<file path="src/uft_pkg.sv">
// Shared constants, types and decode functions of the serial port
package uft_pkg;

    localparam int unsigned ADDR_W = 3;
    localparam int unsigned BAUD_W = 12;

    // Register addresses
    localparam logic [2:0] ADDR_DATA    = 3'h0;
    localparam logic [2:0] ADDR_STATUS  = 3'h1;
    localparam logic [2:0] ADDR_CTRL_B  = 3'h2;
    localparam logic [2:0] ADDR_CTRL_C  = 3'h3;
    localparam logic [2:0] ADDR_BAUD_LO = 3'h4;
    localparam logic [2:0] ADDR_BAUD_HI = 3'h5;

    // Status register bits
    localparam int unsigned ST_RXC  = 7;
    localparam int unsigned ST_TXC  = 6;
    localparam int unsigned ST_UDRE = 5;
    localparam int unsigned ST_FE   = 4;
    localparam int unsigned ST_U2X  = 1;

    // Control register B bits
    localparam int unsigned CB_MASTER = 7;
    localparam int unsigned CB_RXEN   = 4;
    localparam int unsigned CB_TRANSMIT_ENABLE_BIT   = 3;
    localparam int unsigned CB_CSZ2   = 2;
    localparam int unsigned CB_RX9    = 1;
    localparam int unsigned CB_TX9    = 0;

    // Control register C bits
    localparam int unsigned CC_SYNC   = 6;
    localparam int unsigned CC_PAR_HI = 5;
    localparam int unsigned CC_PAR_LO = 4;
    localparam int unsigned CC_STOP   = 3;
    localparam int unsigned CC_CSZ_HI = 2;
    localparam int unsigned CC_CSZ_LO = 1;
    localparam int unsigned CC_POL    = 0;

    // Writable masks and reset values
    localparam logic [7:0]        CTRL_B_MASK = 8'h9D;
    localparam logic [7:0]        CTRL_C_MASK = 8'h7F;
    localparam logic [7:0]        CTRL_B_RST  = 8'h00;
    localparam logic [7:0]        CTRL_C_RST  = 8'h06;
    localparam logic [BAUD_W-1:0] BAUD_RST    = 12'h000;

    // Bit clock divisors applied to the baud tick
    localparam logic [4:0] DIV_NORMAL = 5'h10;
    localparam logic [4:0] DIV_DOUBLE = 5'h08;
    localparam logic [4:0] DIV_SYNC   = 5'h02;

    localparam logic [2:0] CSZ_NINE = 3'h7;

    typedef enum logic [2:0] {
        TX_IDLE   = 3'b000,
        TX_START  = 3'b001,
        TX_DATA   = 3'b010,
        TX_PARITY = 3'b011,
        TX_STOP1  = 3'b100,
        TX_STOP2  = 3'b101
    } uft_tx_state_t;

    typedef enum logic [2:0] {
        RX_IDLE   = 3'b000,
        RX_START  = 3'b001,
        RX_DATA   = 3'b010,
        RX_PARITY = 3'b011,
        RX_STOP   = 3'b100
    } uft_rx_state_t;

    // Character size code to data bit count; reserved codes fall back to 8
    function automatic logic [3:0] uft_char_bits(input logic [2:0] csz);
        case (csz)
            3'h0:     uft_char_bits = 4'h5;
            3'h1:     uft_char_bits = 4'h6;
            3'h2:     uft_char_bits = 4'h7;
            3'h3:     uft_char_bits = 4'h8;
            CSZ_NINE: uft_char_bits = 4'h9;
            default:  uft_char_bits = 4'h8;
        endcase
    endfunction

    function automatic logic [8:0] uft_char_mask(input logic [3:0] nbits);
        uft_char_mask = 9'h1FF >> (4'h9 - nbits);
    endfunction

endpackage

</file>
<file path="src/uft_baud_gen.sv">
// Reloading down-counter that makes the baud tick
`timescale 1ns/1ps
`default_nettype none
module uft_baud_gen
#(
    parameter int unsigned DIV_W = uft_pkg::BAUD_W
)
(
    // Clock and reset
    input  wire logic             clk,
    input  wire logic             rst,
    // Divisor control
    input  wire logic [DIV_W-1:0] divisor,
    input  wire logic             reload,
    // Tick out, one cycle every divisor+1 cycles
    output logic                  tick
);
    import uft_pkg::*;

    typedef struct packed {
        logic [DIV_W-1:0] cnt;
        logic             tick;
    } uft_bg_t;

    uft_bg_t r, n;

    always_comb
    begin
        n = r;
        n.tick = 1'b0;
        if (reload)
        begin
            n.cnt = divisor;
        end
        else if (r.cnt == '0)
        begin
            n.cnt = divisor;
            n.tick = 1'b1;
        end
        else
        begin
            n.cnt = r.cnt - 1'b1;
        end
    end

    always_ff @(posedge clk or posedge rst)
    begin
        if (rst)
            r <= '0;
        else
            r <= n;
    end

    assign tick = r.tick;

endmodule
`default_nettype wire

</file>
<file path="src/uft_edge_sync.sv">
// Two-stage synchroniser with rise and fall detection
`timescale 1ns/1ps
`default_nettype none
module uft_edge_sync
(
    // Clock and reset
    input  wire logic clk,
    input  wire logic rst,
    // Pin in
    input  wire logic pin_in,
    // Edge pulses
    output logic      rise,
    output logic      fall
);
    typedef struct packed {
        logic meta;
        logic stable;
        logic last;
        logic rise;
        logic fall;
    } uft_es_t;

    uft_es_t r, n;

    // The first stage feeds only the second one
    always_comb
    begin
        n = r;
        n.meta = pin_in;
        n.stable = r.meta;
        n.last = r.stable;
        n.rise = r.stable & ~r.last;
        n.fall = ~r.stable & r.last;
    end

    always_ff @(posedge clk or posedge rst)
    begin
        if (rst)
            r <= '0;
        else
            r <= n;
    end

    assign rise = r.rise;
    assign fall = r.fall;

endmodule
`default_nettype wire

</file>
<file path="src/uft_usart.sv">
// Serial port core: registers, frame transmitter, frame receiver
// How it works
// - Sync mode: transfer clock pin is input as slave, output as master
// - Sync input is sampled on the edge opposite the data change edge
// - Polarity clear: change on rising, sample falling; set: the reverse
// - All thirty frame formats: 5 to 9 bits, parity options, 1-2 stops
// - Frame order: start, data LSB first, optional parity, stop bits
// - After a frame, next frame follows at once or line idles high
// - Start bit is always low, stop bits always high
// - Transmitter and receiver share one frame format setting
// - Receiver ignores second stop bit; frame error only on first stop
// - Parity is XOR of data bits, inverted for odd parity
// - Transmit enable hands the transmit pin to the serial output
// - Sync master mode with transmitter or receiver on takes over the transfer clock pin
// - Writing the data register with transmit enable set loads the buffer and starts sending
// - Buffer moves to shifter when idle or right after last stop bit
// - Shifter sends a frame at baud generator or external clock rate
// - Data bits above the character size are dropped, never sent
// - Buffer empty flag clears on data write, sets when buffer moves
// - Complete flag sets after frame with empty buffer; write one clears
// - Disabling waits for pending frames, then releases the pin
// - Bit clock divides baud tick by 16, 8 or 2 by mode
//
// The strobed register port and the placing of the registers are this design's own decisions.
`timescale 1ns/1ps
`default_nettype none
module uft_usart
(
    // Clock and reset
    input  wire logic                       clk,
    input  wire logic                       rst,
    // Register port
    input  wire logic [uft_pkg::ADDR_W-1:0] reg_addr,
    input  wire logic [7:0]                 reg_wdata,
    input  wire logic                       reg_we,
    input  wire logic                       reg_re,
    output logic      [7:0]                 reg_rdata,
    // Serial data pins
    input  wire logic                       serial_in_pin,
    output logic                            serial_out_pin,
    output logic                            serial_out_oe,
    // Transfer clock pin
    input  wire logic                       transfer_clock_in,
    output logic                            transfer_clock_out,
    output logic                            transfer_clock_oe
);
    import uft_pkg::*;

    typedef struct packed {
        logic [7:0]        ctrl_b;
        logic [7:0]        ctrl_c;
        logic              u2x;
        logic [BAUD_W-1:0] baud;
        logic [8:0]        tx_buf;
        logic              tx_full;
        logic              txc;
        uft_tx_state_t     tx_state;
        logic [8:0]        tx_sh;
        logic [3:0]        tx_cnt;
        logic              tx_par;
        logic              txd;
        logic              txd_oe;
        logic [3:0]        pre_cnt;
        logic              xck_o;
        logic              xck_oe;
        uft_rx_state_t     rx_state;
        logic [3:0]        rx_os;
        logic [3:0]        rx_cnt;
        logic [8:0]        rx_sh;
        logic [8:0]        rx_buf;
        logic              rx_complete_flag;
        logic              fe;
        logic [7:0]        rdata;
    } uft_core_t;

    localparam uft_core_t CORE_RST = '{
        ctrl_b:   CTRL_B_RST,
        ctrl_c:   CTRL_C_RST,
        baud:     BAUD_RST,
        tx_state: TX_IDLE,
        rx_state: RX_IDLE,
        txd:      1'b1,
        default:  '0
    };

    uft_core_t         r;
    uft_core_t         n;
    logic              sync_mode;
    logic              clk_master;
    logic              pol;
    logic              two_stop;
    logic              par_on;
    logic              par_odd;
    logic [3:0]        nbits;
    logic [8:0]        cmask;
    logic [4:0]        div;
    logic              baud_tick;
    logic              baud_load;
    logic [BAUD_W-1:0] baud_div;
    logic              x_rise;
    logic              x_fall;
    logic              chg_ev;
    logic              smp_ev;
    logic              tx_tick;
    logic              rx_samp;
    logic              data_wr;
    logic              fin;
    logic              load;

    // One format decode serves both directions
    assign sync_mode  = r.ctrl_c[CC_SYNC];
    assign clk_master = sync_mode & r.ctrl_b[CB_MASTER];
    assign pol        = r.ctrl_c[CC_POL];
    assign two_stop   = r.ctrl_c[CC_STOP];
    assign par_on     = r.ctrl_c[CC_PAR_HI];
    assign par_odd    = r.ctrl_c[CC_PAR_LO];
    assign nbits      = uft_char_bits({r.ctrl_b[CB_CSZ2],
                        r.ctrl_c[CC_CSZ_HI:CC_CSZ_LO]});
    assign cmask      = uft_char_mask(nbits);

    // Baud tick divided per mode
    assign div = sync_mode ? DIV_SYNC
               : (r.u2x ? DIV_DOUBLE : DIV_NORMAL);

    // A low byte write reloads the counter with the new value at once
    assign baud_load = reg_we && (reg_addr == ADDR_BAUD_LO);
    assign baud_div  = baud_load ? {r.baud[BAUD_W-1:8], reg_wdata}
                                 : r.baud;

    // Data changes on one transfer clock edge and is sampled on the other
    assign chg_ev = clk_master ? (baud_tick && (r.xck_o == pol))
                               : (pol ? x_fall : x_rise);
    assign smp_ev = clk_master ? (baud_tick && (r.xck_o != pol))
                               : (pol ? x_rise : x_fall);

    assign tx_tick = sync_mode ? chg_ev
                   : (baud_tick
                      && ({1'b0, r.pre_cnt} == div - 5'h01));
    assign rx_samp = sync_mode ? smp_ev
                   : (baud_tick
                      && ({1'b0, r.rx_os} == (div >> 1) - 5'h01));

    assign data_wr = reg_we && (reg_addr == ADDR_DATA);

    always_comb
    begin
        logic [7:0] st;
        st = 8'h00;
        n = r;
        fin = 1'b0;
        load = 1'b0;
        n.rdata = 8'h00;

        // Reads come first so a frame finishing now sets its flag again
        if (reg_re)
        begin
            st[ST_RXC]  = r.rx_complete_flag;
            st[ST_TXC]  = r.txc;
            st[ST_UDRE] = ~r.tx_full;
            st[ST_FE]   = r.fe;
            st[ST_U2X]  = r.u2x;
            case (reg_addr)
                ADDR_DATA:
                begin
                    n.rdata = r.rx_buf[7:0];
                    n.rx_complete_flag = 1'b0;
                end
                ADDR_STATUS:  n.rdata = st;
                ADDR_CTRL_B:  n.rdata = r.ctrl_b
                                        | {6'h00, r.rx_buf[8], 1'b0};
                ADDR_CTRL_C:  n.rdata = r.ctrl_c;
                ADDR_BAUD_LO: n.rdata = r.baud[7:0];
                ADDR_BAUD_HI: n.rdata = {4'h0, r.baud[BAUD_W-1:8]};
                default:      n.rdata = 8'h00;
            endcase
        end

        if (reg_we)
        begin
            case (reg_addr)
                ADDR_STATUS:
                begin
                    n.u2x = reg_wdata[ST_U2X];
                    if (reg_wdata[ST_TXC])
                        n.txc = 1'b0;
                end
                ADDR_CTRL_B:  n.ctrl_b = reg_wdata & CTRL_B_MASK;
                ADDR_CTRL_C:  n.ctrl_c = reg_wdata & CTRL_C_MASK;
                ADDR_BAUD_LO: n.baud[7:0] = reg_wdata;
                ADDR_BAUD_HI: n.baud[BAUD_W-1:8] = reg_wdata[3:0];
                default:      n.rdata = n.rdata;
            endcase
        end

        if (baud_tick)
        begin
            if ({1'b0, r.pre_cnt} == div - 5'h01)
                n.pre_cnt = 4'h0;
            else
                n.pre_cnt = r.pre_cnt + 4'h1;
        end

        // Master clock rests at the polarity level, toggles per baud tick
        if (!clk_master)
            n.xck_o = pol;
        else if (baud_tick)
            n.xck_o = ~r.xck_o;

        // Transmit shifter
        if (tx_tick)
        begin
            case (r.tx_state)
                TX_IDLE:  load = r.tx_full;
                TX_START:
                begin
                    n.txd = r.tx_sh[0];
                    n.tx_sh = r.tx_sh >> 1;
                    n.tx_cnt = 4'h1;
                    n.tx_state = TX_DATA;
                end
                TX_DATA:
                begin
                    if (r.tx_cnt == nbits)
                    begin
                        n.txd = par_on ? r.tx_par : 1'b1;
                        n.tx_state = par_on ? TX_PARITY : TX_STOP1;
                    end
                    else
                    begin
                        n.txd = r.tx_sh[0];
                        n.tx_sh = r.tx_sh >> 1;
                        n.tx_cnt = r.tx_cnt + 4'h1;
                    end
                end
                TX_PARITY:
                begin
                    n.txd = 1'b1;
                    n.tx_state = TX_STOP1;
                end
                TX_STOP1:
                begin
                    if (two_stop)
                        n.tx_state = TX_STOP2;
                    else
                        fin = 1'b1;
                end
                TX_STOP2: fin = 1'b1;
                default:  n.tx_state = TX_IDLE;
            endcase
        end

        // Back-to-back frames when the buffer is already full
        if (fin)
        begin
            if (r.tx_full)
            begin
                load = 1'b1;
            end
            else
            begin
                n.tx_state = TX_IDLE;
                n.txc = 1'b1;
            end
        end

        if (load)
        begin
            n.tx_sh = r.tx_buf & cmask;
            n.tx_par = ^(r.tx_buf & cmask) ^ par_odd;
            n.txd = 1'b0;
            n.tx_full = 1'b0;
            n.tx_state = TX_START;
        end

        // A write after the load in the same cycle refills the buffer
        if (data_wr && r.ctrl_b[CB_TRANSMIT_ENABLE_BIT])
        begin
            n.tx_buf = {r.ctrl_b[CB_TX9], reg_wdata};
            n.tx_full = 1'b1;
        end

        // Pin stays ours until pending frames have left
        n.txd_oe = n.ctrl_b[CB_TRANSMIT_ENABLE_BIT] | n.tx_full
                   | (n.tx_state != TX_IDLE);
        n.xck_oe = clk_master
                   & (r.txd_oe | r.ctrl_b[CB_RXEN]);

        // Receiver
        if (baud_tick && (r.rx_state != RX_IDLE))
        begin
            if ({1'b0, r.rx_os} == div - 5'h01)
                n.rx_os = 4'h0;
            else
                n.rx_os = r.rx_os + 4'h1;
        end

        if (!r.ctrl_b[CB_RXEN])
        begin
            n.rx_state = RX_IDLE;
        end
        else
        begin
            case (r.rx_state)
                RX_IDLE:
                begin
                    if (sync_mode && smp_ev && !serial_in_pin)
                    begin
                        n.rx_state = RX_DATA;
                        n.rx_cnt = 4'h0;
                        n.rx_sh = 9'h000;
                    end
                    else if (!sync_mode && baud_tick && !serial_in_pin)
                    begin
                        n.rx_state = RX_START;
                        n.rx_os = 4'h0;
                    end
                end
                RX_START:
                begin
                    // A high sample at mid start bit was a glitch
                    if (rx_samp)
                    begin
                        n.rx_state = serial_in_pin ? RX_IDLE : RX_DATA;
                        n.rx_cnt = 4'h0;
                        n.rx_sh = 9'h000;
                    end
                end
                RX_DATA:
                begin
                    if (rx_samp)
                    begin
                        n.rx_sh[r.rx_cnt] = serial_in_pin;
                        if (r.rx_cnt == nbits - 4'h1)
                            n.rx_state = par_on ? RX_PARITY : RX_STOP;
                        else
                            n.rx_cnt = r.rx_cnt + 4'h1;
                    end
                end
                RX_PARITY:
                begin
                    if (rx_samp)
                        n.rx_state = RX_STOP;
                end
                RX_STOP:
                begin
                    // Done at the first stop bit; a second one is not looked at
                    if (rx_samp)
                    begin
                        n.rx_buf = r.rx_sh;
                        n.rx_complete_flag = 1'b1;
                        n.fe = ~serial_in_pin;
                        n.rx_state = RX_IDLE;
                    end
                end
                default: n.rx_state = RX_IDLE;
            endcase
        end
    end

    always_ff @(posedge clk or posedge rst)
    begin
        if (rst)
            r <= CORE_RST;
        else
            r <= n;
    end

    uft_baud_gen #(
        .DIV_W   (BAUD_W)
    ) u_baud (
        .clk     (clk),
        .rst     (rst),
        .divisor (baud_div),
        .reload  (baud_load),
        .tick    (baud_tick)
    );

    // External clock costs three cycles of delay through the synchroniser
    uft_edge_sync u_xck (
        .clk     (clk),
        .rst     (rst),
        .pin_in  (transfer_clock_in),
        .rise    (x_rise),
        .fall    (x_fall)
    );

    assign reg_rdata          = r.rdata;
    assign serial_out_pin     = r.txd;
    assign serial_out_oe      = r.txd_oe;
    assign transfer_clock_out = r.xck_o;
    assign transfer_clock_oe  = r.xck_oe;
endmodule
`default_nettype wire

</file>
<file path="config.mk">
export PLATFORM = sky130hd
export DESIGN_NAME = uft_usart
export DESIGN_NICKNAME = d
export VERILOG_FILES = /design/src/uft_pkg.sv /design/src/uft_baud_gen.sv /design/src/uft_edge_sync.sv /design/src/uft_usart.sv
export SDC_FILE = /design/constraint.sdc
export NUM_CORES = 1
export LEC_CHECK = 0
export BUFFER_PORTS_ARGS = -buffer_cell sky130_fd_sc_hd__buf_2
export CORE_UTILIZATION = 40
export CTS_BUF_LIST = sky130_fd_sc_hd__clkbuf_8
export DETAILED_ROUTE_END_ITERATION = 8
export PLACE_DENSITY = 0.6
export SYNTH_ARGS = -nofsm -noshare
export SYNTH_HDL_FRONTEND = slang
export SYNTH_SLANG_ARGS = --single-unit
</file>
<file path="constraint.sdc">
create_clock -name clk -period 3.25 [get_ports clk]
set_clock_uncertainty 0.15 [all_clocks]
set_input_delay 0.1625 -clock clk [delete_from_list [all_inputs] [get_ports clk]]
set_output_delay 0.1625 -clock clk [all_outputs]
set_load 0.005 [all_outputs]
</file>
# [After elaboration in Yosys (flattened, before gate mapping)]
# Index checks and enable logic that the tools add are counted.
[word_totals] regBits=118 latchBits=0 ram_bits=0 mem_bits_ro=0 input_bits=17 elab_cells=217 memories=0
[op_classes] n_addsub=9 mul=0 div_mod_pow=0 magnitude_cmp=2 eq_ne=37 shift=1 muxes=79 bitwise_logic=15 reduce_logical=41
[op_table] operator="$mux 13" count=4
[op_table] operator="$pmux 8 s6" count=1
[op_table] operator="$mux 4" count=10
[op_table] operator="$pmux 13 s3" count=1
[op_table] operator="$mux 12" count=3
[op_table] operator="$mux 3" count=10
[op_table] operator="$pmux 3 s5" count=2
[op_table] operator="$mux 1" count=29
[op_table] operator="$mux 28" count=1
[op_table] operator="$pmux 13 s2" count=1
[op_table] operator="$mux 25" count=1
[op_table] operator="$mux 8" count=3
[op_table] operator="$mux 11" count=2
[op_table] operator="$eq 3x2->1 const B" count=7
[op_table] operator="$eq 3x3->1 const B" count=6
[op_table] operator="$ne 3x3->1 const B" count=6
[op_table] operator="$add 4x1->4 const B" count=4
[op_table] operator="$mux 16" count=1
[op_table] operator="$pmux 4 s4" count=1
[op_table] operator="$eq 4x5->1" count=3
[op_table] operator="$mux 7" count=2
[op_table] operator="$logic_and 1x1->1" count=13
[op_table] operator="$eq 3x1->1 const B" count=4
[op_table] operator="$logic_not 12->1" count=1
[op_table] operator="37 further kinds" count=68

# [Longest topological paths before layout]
# Gate-level depths: netlist (run 1).
[logic_depth] ltp_word=13 ltp_mapped=11 mapped_depth_nobuf=10

# [Hierarchy]
# A second synthesis (run 1) with hierarchy kept.
[unflattened] hier_cells=611 hier_area_um2=6262.3
[modules_own_cells] mod="uft_usart" instances=1 cells_per_inst=529 area_per_inst_um2=5382.7 seq_area_each_um2=2506.2
[modules_own_cells] mod="uft_baud_gen" instances=1 cells_per_inst=74 area_per_inst_um2=735.7 seq_area_each_um2=325.3
[modules_own_cells] mod="uft_edge_sync" instances=1 cells_per_inst=8 area_per_inst_um2=143.9 seq_area_each_um2=125.1

# [Worst setup path before layout (run 1)]
# OpenSTA, ideal clock, no wires.
[synth_path] kind="reg-to-reg" startpoint="reg r[90] (netlist name)" endpoint="reg r[55] (netlist name)" arrival_time_ns=2.454 t_required_ns=3.036 path_slack_ns=0.582 stages_incl_launch_ff=11 period_less_slack_ns=2.668 cell_sequence="dfstp_2 clkbuf_8 xnor2_1 nor2_1 inv_1 ha_1 ha_1 clkbuf_1 or4b_2 o21ai_0 mux2_4"
[synth_between] elab_chain_len=6 elab_cells_between_ends=12 classes_between="1 x add/sub; 5 x eq/ne; 1 x shift; 2 x mux; 1 x bitwise; 2 x reduce/logical"
[synth_lines] item="start, declared" line="uft_usart.sv:86" rtl="uft_core_t r;"
[synth_lines] item="start signal, assigned" line="uft_usart.sv:365" rtl="r <= n;"
[synth_lines] item="$eq 3x3->1, or another cell as far along" line="uft_pkg.sv:72" rtl="case (csz)"
[synth_lines] item="$pmux 4 s4 *" line="uft_pkg.sv:72"
[synth_lines] item="$sub 4x4->4" line="uft_pkg.sv:83" rtl="uft_char_mask = 9'h1FF >> (4'h9 - nbits);"
[synth_lines] item="$shr 9x4->9" line="uft_pkg.sv:83"
[synth_lines] item="$and 9x9->9" line="uft_usart.sv:268" rtl="n.tx_sh = r.tx_buf & cmask;"
[synth_lines] item="$mux 12" line="uft_usart.sv:266" rtl="if (load)"
# Every way passes the cells marked *; elsewhere a longest branch is shown, timed or not.
# A chain may end at the register's enable or synchronous reset.

# [Worst setup path in the final report (run 1)]
[layout_path] startpoint="reg r[89] (netlist name)" endpoint="reg r[47] (netlist name)"
[layout_between] elab_chain_len=7 elab_cells_between_ends=10 classes_between="1 x add/sub; 3 x eq/ne; 1 x shift; 1 x mux; 2 x bitwise; 2 x reduce/logical"
[layout_lines] item="$eq 3x3->1, or another cell as far along" line="uft_pkg.sv:72"
[layout_lines] item="$pmux 4 s4 *" line="uft_pkg.sv:72"
[layout_lines] item="$sub 4x4->4 *" line="uft_pkg.sv:83"
[layout_lines] item="$shr 9x4->9 *" line="uft_pkg.sv:83"
[layout_lines] item="$and 9x9->9 *" line="uft_usart.sv:269" rtl="n.tx_par = ^(r.tx_buf & cmask) ^ par_odd;"
[layout_lines] item="$reduce_xor 9->1 *" line="uft_usart.sv:269"
[layout_lines] item="$xor 1x1->1 *" line="uft_usart.sv:269"
# Marked as above.

==> results of run 1 <==
## placed cells by master, fill, tap and decap left out, drive strengths merged, types with 8 or more instances in the layout
cell / netlist / final
nand4: 8 / 8
clkbuf: 20 / 18
buf: 22 / 38
and2: 8 / 8
dlygate4sd3: 0 / 13
inv: 27 / 29
nor2b: 10 / 10
dfrtp: 115 / 115
mux2: 35 / 35
nor3: 11 / 11
a31oi: 8 / 8
o21ai: 52 / 52
o22ai: 8 / 8
mux2i: 13 / 13
nand2: 106 / 106
nor4: 8 / 8
a21oi: 36 / 36
xor2: 8 / 8
nand3: 18 / 18
xnor2: 20 / 20
o21a: 8 / 8
ha: 14 / 14
nor2: 48 / 48
## cells by family (layout without fill, tap and decap cells)
logic type	after synthesis	in the layout	share of synthesized area [%]
adder cells (fa/ha/maj)	14	14	2.73
XOR/XNOR	28	28	3.83
AO/OA/AOI/OAI	141	141	13.9
AND/OR/NAND/NOR	252	252	19.1
buffers and inverters	70	110	5.48
multiplexers	49	49	8.76
flip-flops	118	118	46.1
## Yosys cell counts (all sizes together) (3+ instances only)
| master | count | area (µm²) |
|---|---|---|
| nor3 | 11 | 55.1 |
| a211oi | 4 | 30.0 |
| mux2 | 35 | 409 |
| o21ai | 52 | 260 |
| o22ai | 8 | 63.8 |
| nor4 | 8 | 56.3 |
| or3 | 4 | 30.0 |
| xor2 | 8 | 70.1 |
| dfrtp | 115 | 2880 |
| nor2b | 10 | 62.6 |
| xnor2 | 20 | 175 |
| mux2i | 13 | 130 |
| dfstp | 3 | 78.8 |
| inv | 27 | 101 |
| nor2 | 48 | 180 |
| a21oi | 36 | 180 |
| nand2 | 106 | 398 |
| a22oi | 3 | 22.5 |
| nand2b | 7 | 43.8 |
| and2 | 8 | 51.3 |
| clkbuf | 20 | 96.3 |
| a31oi | 8 | 50.1 |
| buf | 22 | 150 |
| a21o | 3 | 25.0 |
| ha | 14 | 175 |
| o31ai | 3 | 22.5 |
| nand3 | 18 | 90.1 |
| nor4b | 6 | 52.6 |
| nand4 | 8 | 50.1 |
| o21a | 8 | 60.1 |
## how the worst min path moves through the flow
stage                           start            to  slack [ns]
floorplan           transfer_clock_in    u_xck.n[3]        0.04
global placement    transfer_clock_in    u_xck.n[3]        0.13
detailed placement  transfer_clock_in    u_xck.n[3]        0.12
CTS                       reg_addr[2]  reg_rdata[4]        0.03
global route              reg_addr[2]  reg_rdata[4]        0.05
finish                    reg_addr[2]  reg_rdata[4]        0.08
## metrics by stage
step	cells	worst slack [ns]	area [µm²]	utilization, %	hold WS, ns
floorplan	672	0.582	6410	-	0.0439
global placement	879	0.536	6660	43.2	0.126
detailed placement	879	0.425	6660	43.2	0.122
CTS	923	0.424	7230	46.8	0.0310
global route	923	0.191	7230	46.8	0.0522
finish	923	0.398	7230	46.8	0.0823
## state kept, by name, indices dropped and copies added, names as in the netlist
name / count
u_baud.tick: 1
r: 85
transfer_clock_out: 1
u_baud.r: 12
u_xck.rise: 1
serial_out_oe: 1
u_xck.fall: 1
par_on: 1
serial_out_pin: 1
u_xck.n: 2
u_xck.r: 1
transfer_clock_oe: 1
pol: 1
par_odd: 1
reg_rdata: 8
## critical path: cells and delay by family, from the launching register on
kind | cells | cell delay, ns
xor gates and xnor gates | 3 | 0.47
AOI/OAI and AO/OA | 1 | 0.08
buffers and inverters | 1 | 0.09
adders and majority gates | 2 | 0.57
DFF | 1 | 0.64
and+or+nand+nor | 2 | 0.73
## what timing repair did
item                      4_1_cts  5_1_grt
hold endpoints to repair      105        0
gates resized for setup         0        0
hold buffers                   13        0
## final cells by class
cell class / instances / area, µm²
clock inverter: 13 / 189
tap: 211 / 264
multi-input combinational: 484 / 3100
sequential: 118 / 2960
fill: 1474 / 8200
timing repair buffer: 51 / 358
clock buffer: 18 / 248
inverter: 28 / 109
## power by group
group | switching, µW | leakage (µW) | internal (µW)
sequential | 304 | 0.00148 | 1720
combinational | 589 | 0.00153 | 518
clock | 604 | 0.000232 | 914
## layer usage
metal | wire, µm | part of all wire [%]
met1 | 7620 | 49
met2 | 6910 | 45
met3 | 710 | 4.6
met4 | 214 | 1.4
met5 | 26 | 0.17
==> flow_metrics.env, run 1 <==
export IMPL_syn_area_um2=6410
export IMPL_final_nets=731
export IMPL_globalRoute_busiestLayer="met2"
export IMPL_worstPathArrival_ns=3.04
export IMPL_start_util_pct=41.5
export IMPL_worstPathRequired_ns=3.43
export IMPL_startpoint="r[89]"
export IMPL_rr_worst_depth=9
export IMPL_htree_levels=4
export IMPL_period_share_pct=87.7
export IMPL_tritoncts="yes"
export IMPL_worstSetupEndpoint="r[47]"
export IMPL_drt_pass1_iterations=4
export IMPL_cpMaxStageDelayCell="dfstp_2"
export IMPL_cts_sinks=118
export IMPL_die_height_um=129
export IMPL_core_area_um2=15400
export IMPL_crit_path_end_kind="flop"
export IMPL_met1_usage_pct=27.9
export IMPL_yosysUniqueCellTypes=72
export IMPL_syn_avg_cell_area_um2=9.54
export IMPL_drt_iter0_markers=328
export IMPL_synth_edff_count=0
export IMPL_worstReg2RegEnd="r[47]"
export IMPL_wl_per_cell_um=16.8
export IMPL_grt_max_degree=53
export IMPL_cts_root_buf="clkbuf_8"
export IMPL_status="finished clean"
export IMPL_grt_use_met3_pct=6.40
export IMPL_syn2layout_area_growth_pct=12.7
export IMPL_dp_hpwl_um=11000
export IMPL_drive_gt1_share_pct=17.4
export IMPL_r2r_slack_ns=0.40
export IMPL_dieArea_um2=16500
export IMPL_grt_pass1_wl_um=25200
export IMPL_synthFlopType="dfrtp_1"
export IMPL_io_buffer_count=28
export IMPL_setup_violations=0
export IMPL_vdd_ir_drop_max_v=0.000282
export IMPL_clockBufferDepth=2
export IMPL_rsz0062_at_grt="no"
export IMPL_finalCriticalPeriod_ns=2.85
export IMPL_grt_overflow_total=0
export IMPL_routed_via_density=5.37
export IMPL_regToRegStartpoint="r[89]"
export IMPL_antenna_found_initial=2
export IMPL_routed_wl_um=15500
export IMPL_rows=45
export IMPL_met2_usage_pct=30.5
export IMPL_power_density_nw_per_um2=644
export IMPL_async_reset_ff_share_pct=100
export IMPL_slowest_delay_ns=0.64
export IMPL_critical_path_class="reg2reg"
export IMPL_vias=4954
export IMPL_setup_tns_final_ns=0
export IMPL_worstSkewPairLatency_ns=0.45
export IMPL_route_detailed_drc=0
export IMPL_path_cells="xnor2_1 > nor2_1 > inv_1 > ha_1 > ha_1 > nor4b_1 > xnor2_1 > xnor2_1 > o21ai_0"
export IMPL_hold_viol=0
export IMPL_synth_nets=703
export IMPL_ys_ff_latch=118
export IMPL_crit_top_cell="xnor2_1"
export IMPL_maxCapViolCount=0
export IMPL_holdPathStages=3
export IMPL_clkTransAtPathRegs_ns=0.07
export IMPL_place_congestion=0.849
export IMPL_cp_start_kind="flop"
export IMPL_post_cts_buffers=0
export IMPL_synth_cells=672
export IMPL_hp_class="in2reg"
export IMPL_ant_nets=0
export IMPL_ys_warn_count=0
export IMPL_crit_fanout=12
export IMPL_drv_slew=0
export IMPL_n_antenna_cell=0
export IMPL_grt_total_usage_pct=20.3
export IMPL_fmax_mhz=351
export IMPL_tightest_slew_ns=1.12
export IMPL_seq_area_frac_synth_pct=46.1
export IMPL_num_io_pins=29
export IMPL_grt_pass1_vias=4745
export IMPL_die_w_um=129
export IMPL_leakagePower_uw=0.00325
export IMPL_numCtsBuffers=17
export IMPL_finalPower_uw=4650
export IMPL_relSlewSlack_pct=24.9
Power figures use the tool's default switching activity.
==> run 2, diff against run 1 <==
Settings changed: CORE_UTILIZATION 40 to 53, PLACE_DENSITY 0.6 to 0.75.
==> flow_metrics.env, run 2 (same netlist as run 1, synthesis figures left out) <==
export IMPL_worstReg2RegEnd="r[55]"
export IMPL_drt_pass1_iterations=7
export IMPL_rsz0062_at_grt="no"
export IMPL_regToRegStartpoint="r[89]"
export IMPL_ant_nets=0
export IMPL_dp_cells=808
export IMPL_period_share_pct=86.4
export IMPL_cts_sinks=118
export IMPL_hold_ws_ns=0.0504
export IMPL_top_register="r"
export IMPL_leakagePower_uw=0.00321
export IMPL_power_share_clock_pct=32.1
export IMPL_htree_levels=4
export IMPL_setup_ws_ns=0.441
export IMPL_power_density_nw_per_um2=648
export IMPL_grt_pass1_wl_um=25400
export IMPL_wl_per_cell_um=17.5
export IMPL_worstPathRequired_ns=3.49
export IMPL_antenna_found_initial=2
export IMPL_route_detailed_drc=8
export IMPL_grt_pass1_vias=5118
export IMPL_grt_max_degree=57
export IMPL_final_cell_mix="115 x dfrtp_1, 106 x nand2_1, 51 x o21ai_0, 48 x nor2_1, 36 x a21oi_1"
export IMPL_numCtsBuffers=17
export IMPL_failed_checks="DRC"
export IMPL_dp_worst_setup_slack_ns=0.463
export IMPL_p_sw_uw=1510
export IMPL_setup_tns_final_ns=0
export IMPL_r2r_slack_ns=0.44
export IMPL_grt_total_usage_pct=26.3
export IMPL_drt_iter0_markers=409
export IMPL_vdd_ir_drop_max_v=0.000434
export IMPL_largest_reg_flops=85
export IMPL_drive_gt1_share_pct=17.6
export IMPL_syn2layout_area_growth_pct=11.2
export IMPL_hold_viol=0
export IMPL_grt_overflow_total=0
export IMPL_final_nets=728
export IMPL_start_util_pct=55.2
export IMPL_worstPathArrival_ns=3.05
export IMPL_clkTransAtPathRegs_ns=0.07
export IMPL_tritoncts="yes"
export IMPL_die_w_um=112
export IMPL_tightest_slew_ns=0.887
export IMPL_crit_fanout=12
export IMPL_finalCriticalPeriod_ns=2.81
export IMPL_setup_violations=0
export IMPL_power_share_sequential_pct=44.0
export IMPL_pwr_share_comb_pct=23.9
export IMPL_die_height_um=112
export IMPL_core_area_um2=11600
export IMPL_cp_start_kind="flop"
export IMPL_dp_hpwl_um=10600
export IMPL_p_int_uw=3110
export IMPL_routed_wl_um=15000
export IMPL_critical_path_class="reg2reg"
export IMPL_hp_class="in2reg"
export IMPL_cts_root_buf="clkbuf_8"
export IMPL_rr_worst_depth=8
export IMPL_clockBufferDepth=2
export IMPL_vias=5102
export IMPL_place_congestion=0.909
export IMPL_worstSkewPairLatency_ns=0.45
export IMPL_holdPathStages=3
export IMPL_routed_via_density=5.97
export IMPL_dpl_cell_area_um2=6550
export IMPL_fin_area_um2=7130
export IMPL_crit_path_end_kind="flop"
export IMPL_final_common_cell="dfrtp_1"
export IMPL_fmax_mhz=356
export IMPL_io_buffer_count=28
export IMPL_drv_slew=0
export IMPL_status="complete, but fails checks"
export IMPL_relSlewSlack_pct=40.6
export IMPL_switching_share_pct=32.7
export IMPL_num_io_pins=29
export IMPL_hp_start="reg_we"
export IMPL_hold_end="r[87]"
export IMPL_final_cells=855
export IMPL_dieArea_um2=12500
export IMPL_rows=39
export IMPL_maxCapViolCount=0
[run 2: cell count changes in the layout (fill, tap and decap cells not counted)]
cell | before | now
buf_4 | 9 | 6
clkinvlp_4 | 2 | 5
inv_1 | 29 | 26
diode_2 | 0 | 2
bufinv_16 | 5 | 4
clkbuf_8 | 18 | 19
clkinv_4 | 0 | 1
[run 2: area by class of cell]
class,instances,area (µm²)
Timing Repair Buffer,48,335
Fill cell,973,4490
Antenna cell,2,5.00
Multi-Input combinational cell,484,3100
Clock buffer,19,262
Clock inverter,13,179
Sequential cell,118,2960
Tap cell,143,179
Inverter,28,109
[run 2: worst max-delay path: stages (launching register included)]
cell and delay (ns):
dfstp_2 0.64, xnor2_1 0.13, nor2_1 0.19, inv_1 0.09, ha_1 0.21, ha_1 0.36, or4b_2 0.70, o21ai_0 0.11
mux2_4 0.17
[run 2: through the flow]
step / util, % / total power, µW
2_1_floorplan: - / 2890
3_3_place_gp: 56.4 / 3070
3_5_place_dp: 56.4 / 3130
4_1_cts: 61.3 / 4630
5_1_grt: 61.3 / 4870
6_report: 61.4 / 4620
[run 2: worst max path at each step]
stage          startpoint    end  slack (ns)
6_report            r[89]  r[55]        0.44
5_1_grt             r[89]  r[47]        0.20
2_1_floorplan       r[90]  r[55]        0.58
3_3_place_gp        r[89]  r[47]        0.54
4_1_cts             r[89]  r[55]        0.44
3_5_place_dp        r[89]  r[55]        0.46
[run 2: power by group through the flow]
stage	Combinational [µW]	Clock (µW)	Sequential, µW
floorplan	981	0	1910
global placement	1040	0	2030
detailed placement	1080	0	2050
CTS	1100	1500	2020
global route	1240	1560	2070
finish	1100	1480	2030
[run 2: repair_timing]
action                    in CTS  in global routing
hold buffers                  13                  0
hold endpoints to repair      88                  0
resized for setup              0                  0
buffers inserted               0                  0
[run 2: routing by layer]
layer / vias up / part of all wire (%) / global-route usage [%]
met5: - / 0 / 0
met2: 179 / 47 / 41.4
met3: 35 / 6.2 / 6.86
met1: 2497 / 44 / 34.3
li1: 2391 / - / -
met4: 0 / 2.3 / 11.8
==> run 3, diff against run 2 <==
Settings changed: REMOVE_ABC_BUFFERS from default to 1.
==> flow_metrics.env, run 3 (same netlist as run 1, synthesis figures left out) <==
export IMPL_status="complete, but fails checks"
export IMPL_failed_checks="DRC"
export IMPL_setup_violations=0
export IMPL_seq_area_um2=2960
export IMPL_antenna_found_initial=0
export IMPL_period_share_pct=86.6
export IMPL_leakagePower_uw=0.00323
export IMPL_routed_wl_um=14900
export IMPL_final_common_cell="dfrtp_1"
export IMPL_grt_pass1_wl_um=24500
export IMPL_top_register="r"
export IMPL_fill_cells=955
export IMPL_relSlewSlack_pct=39.9
export IMPL_io_buffer_count=28
export IMPL_worstPathRequired_ns=3.46
export IMPL_dp_hpwl_um=10300
export IMPL_routed_via_density=5.86
export IMPL_wl_per_cell_um=17.5
export IMPL_grt_total_usage_pct=25.4
export IMPL_drt_pass1_iterations=9
export IMPL_rsz0062_at_grt="no"
export IMPL_die_height_um=112
export IMPL_hold_ws_ns=0.172
export IMPL_clockBufferDepth=2
export IMPL_grt_pass1_vias=4938
export IMPL_drive_gt1_share_pct=17.1
export IMPL_fmax_mhz=355
export IMPL_tritoncts="yes"
export IMPL_cp_start_kind="flop"
export IMPL_hp_class="in2reg"
export IMPL_finalCriticalPeriod_ns=2.81
export IMPL_power_density_nw_per_um2=655
export IMPL_drv_slew=0
export IMPL_place_congestion=0.843
export IMPL_htree_levels=4
export IMPL_final_cell_mix="115 x dfrtp_1, 106 x nand2_1, 51 x o21ai_0, 48 x nor2_1, 36 x a21oi_1"
export IMPL_worstSkewPairLatency_ns=0.44
export IMPL_dieArea_um2=12500
export IMPL_regToRegStartpoint="r[89]"
export IMPL_cts_root_buf="clkbuf_8"
export IMPL_route_detailed_drc=3
export IMPL_num_io_pins=29
export IMPL_maxCapViolCount=0
export IMPL_tightest_slew_ns=0.898
export IMPL_hold_viol=0
export IMPL_start_util_pct=55.2
export IMPL_largest_reg_flops=85
export IMPL_critical_path_class="reg2reg"
export IMPL_worstPathArrival_ns=3.02
export IMPL_hp_start="reg_addr[1]"
export IMPL_core_area_um2=11600
export IMPL_vias=4983
export IMPL_grt_max_degree=65
export IMPL_vdd_ir_drop_max_v=0.000336
export IMPL_multi_input_area_um2=3100
export IMPL_setup_ws_ns=0.435
export IMPL_crit_fanout=12
export IMPL_grt_overflow_total=0
export IMPL_rows=39
export IMPL_clkTransAtPathRegs_ns=0.07
export IMPL_syn2layout_area_growth_pct=11.2
export IMPL_final_nets=728
export IMPL_cts_resized=0
export IMPL_drt_iter0_markers=392
export IMPL_cts_sinks=118
export IMPL_n_antenna_cell=0
export IMPL_dp_worst_setup_slack_ns=0.452
export IMPL_numCtsBuffers=17
export IMPL_startpoint="r[89]"
export IMPL_die_w_um=112
export IMPL_ant_nets=0
export IMPL_crit_path_end_kind="flop"
-- run 3: changes by cell type in the layout (fill, tap and decap cells not counted) --
cell and change:
inv_1 +1, clkinvlp_4 -4, diode_2 -2, inv_4 +1, buf_4 -1, bufinv_16 +1
dlygate4sd3_1 +1, clkinv_4 -1
-- run 3: layer usage --
metal / vias up / track usage, % / part of all wire (%)
li1: 2384 / - / -
met4: 0 / 11.0 / 2.6
met5: - / 0 / 0
met2: 126 / 40.4 / 47
met3: 37 / 6.26 / 4.9
met1: 2436 / 33.3 / 46
-- run 3: area by class of cell --
type | count | share of cell area (%)
clock buffers | 19 | 3.67
clock inverters | 11 | 2.55
inverters | 28 | 1.51
multi-input cells | 484 | 43.5
flip-flops and latches | 118 | 41.5
well taps | 143 | 2.51
repair buffers | 48 | 4.74
-- run 3: power by group --
part,leakage (µW),total (µW),switching [µW],internal [µW]
clock network,0.000228,1530,592,936
logic,0.00152,1110,593,516
registers,0.00148,2030,310,1720
total,0.00323,4670,1490,3180
-- run 3: repair_timing --
action	in CTS	in global routing
hold endpoints to repair	117	0
buffers inserted	0	0
hold buffers	14	0
-- run 3: worst max-delay path, cell delays in order, from the launching register on --
cell,delay (ns)
dfstp_2,0.64
xnor2_1,0.14
nor2_1,0.20
inv_1,0.09
ha_1,0.21
ha_1,0.37
nor4b_1,0.48
xnor2_1,0.15
xnor2_1,0.14
o21ai_0,0.16
-- run 3: final timing paths --
check	cells after the start	slack [ns]	to
min in group asynchronous	3	0.27	reg_rdata[4]
worst max register to register	9	0.44	r[47]
worst min-delay path	3	0.17	reg_rdata[1]
worst max-delay path	9	0.44	r[47]
worst min register to register	0	0.21	u_xck.n[2]
max in group asynchronous	4	1.85	serial_out_pin
-- run 3: stage by stage --
| step | setup TNS (ns) | instance area (µm²) | instances | power (µW) | utilization, % |
|---|---|---|---|---|---|
| floorplan | -21.47 | 6160 | 630 | 2810 | - |
| global placement | 0 | 6540 | 807 | 3070 | 56.3 |
| detailed placement | 0 | 6540 | 807 | 3130 | 56.3 |
| CTS | 0 | 7130 | 851 | 4670 | 61.4 |
| global route | 0 | 7130 | 851 | 4930 | 61.4 |
| finish | 0 | 7130 | 851 | 4670 | 61.4 |
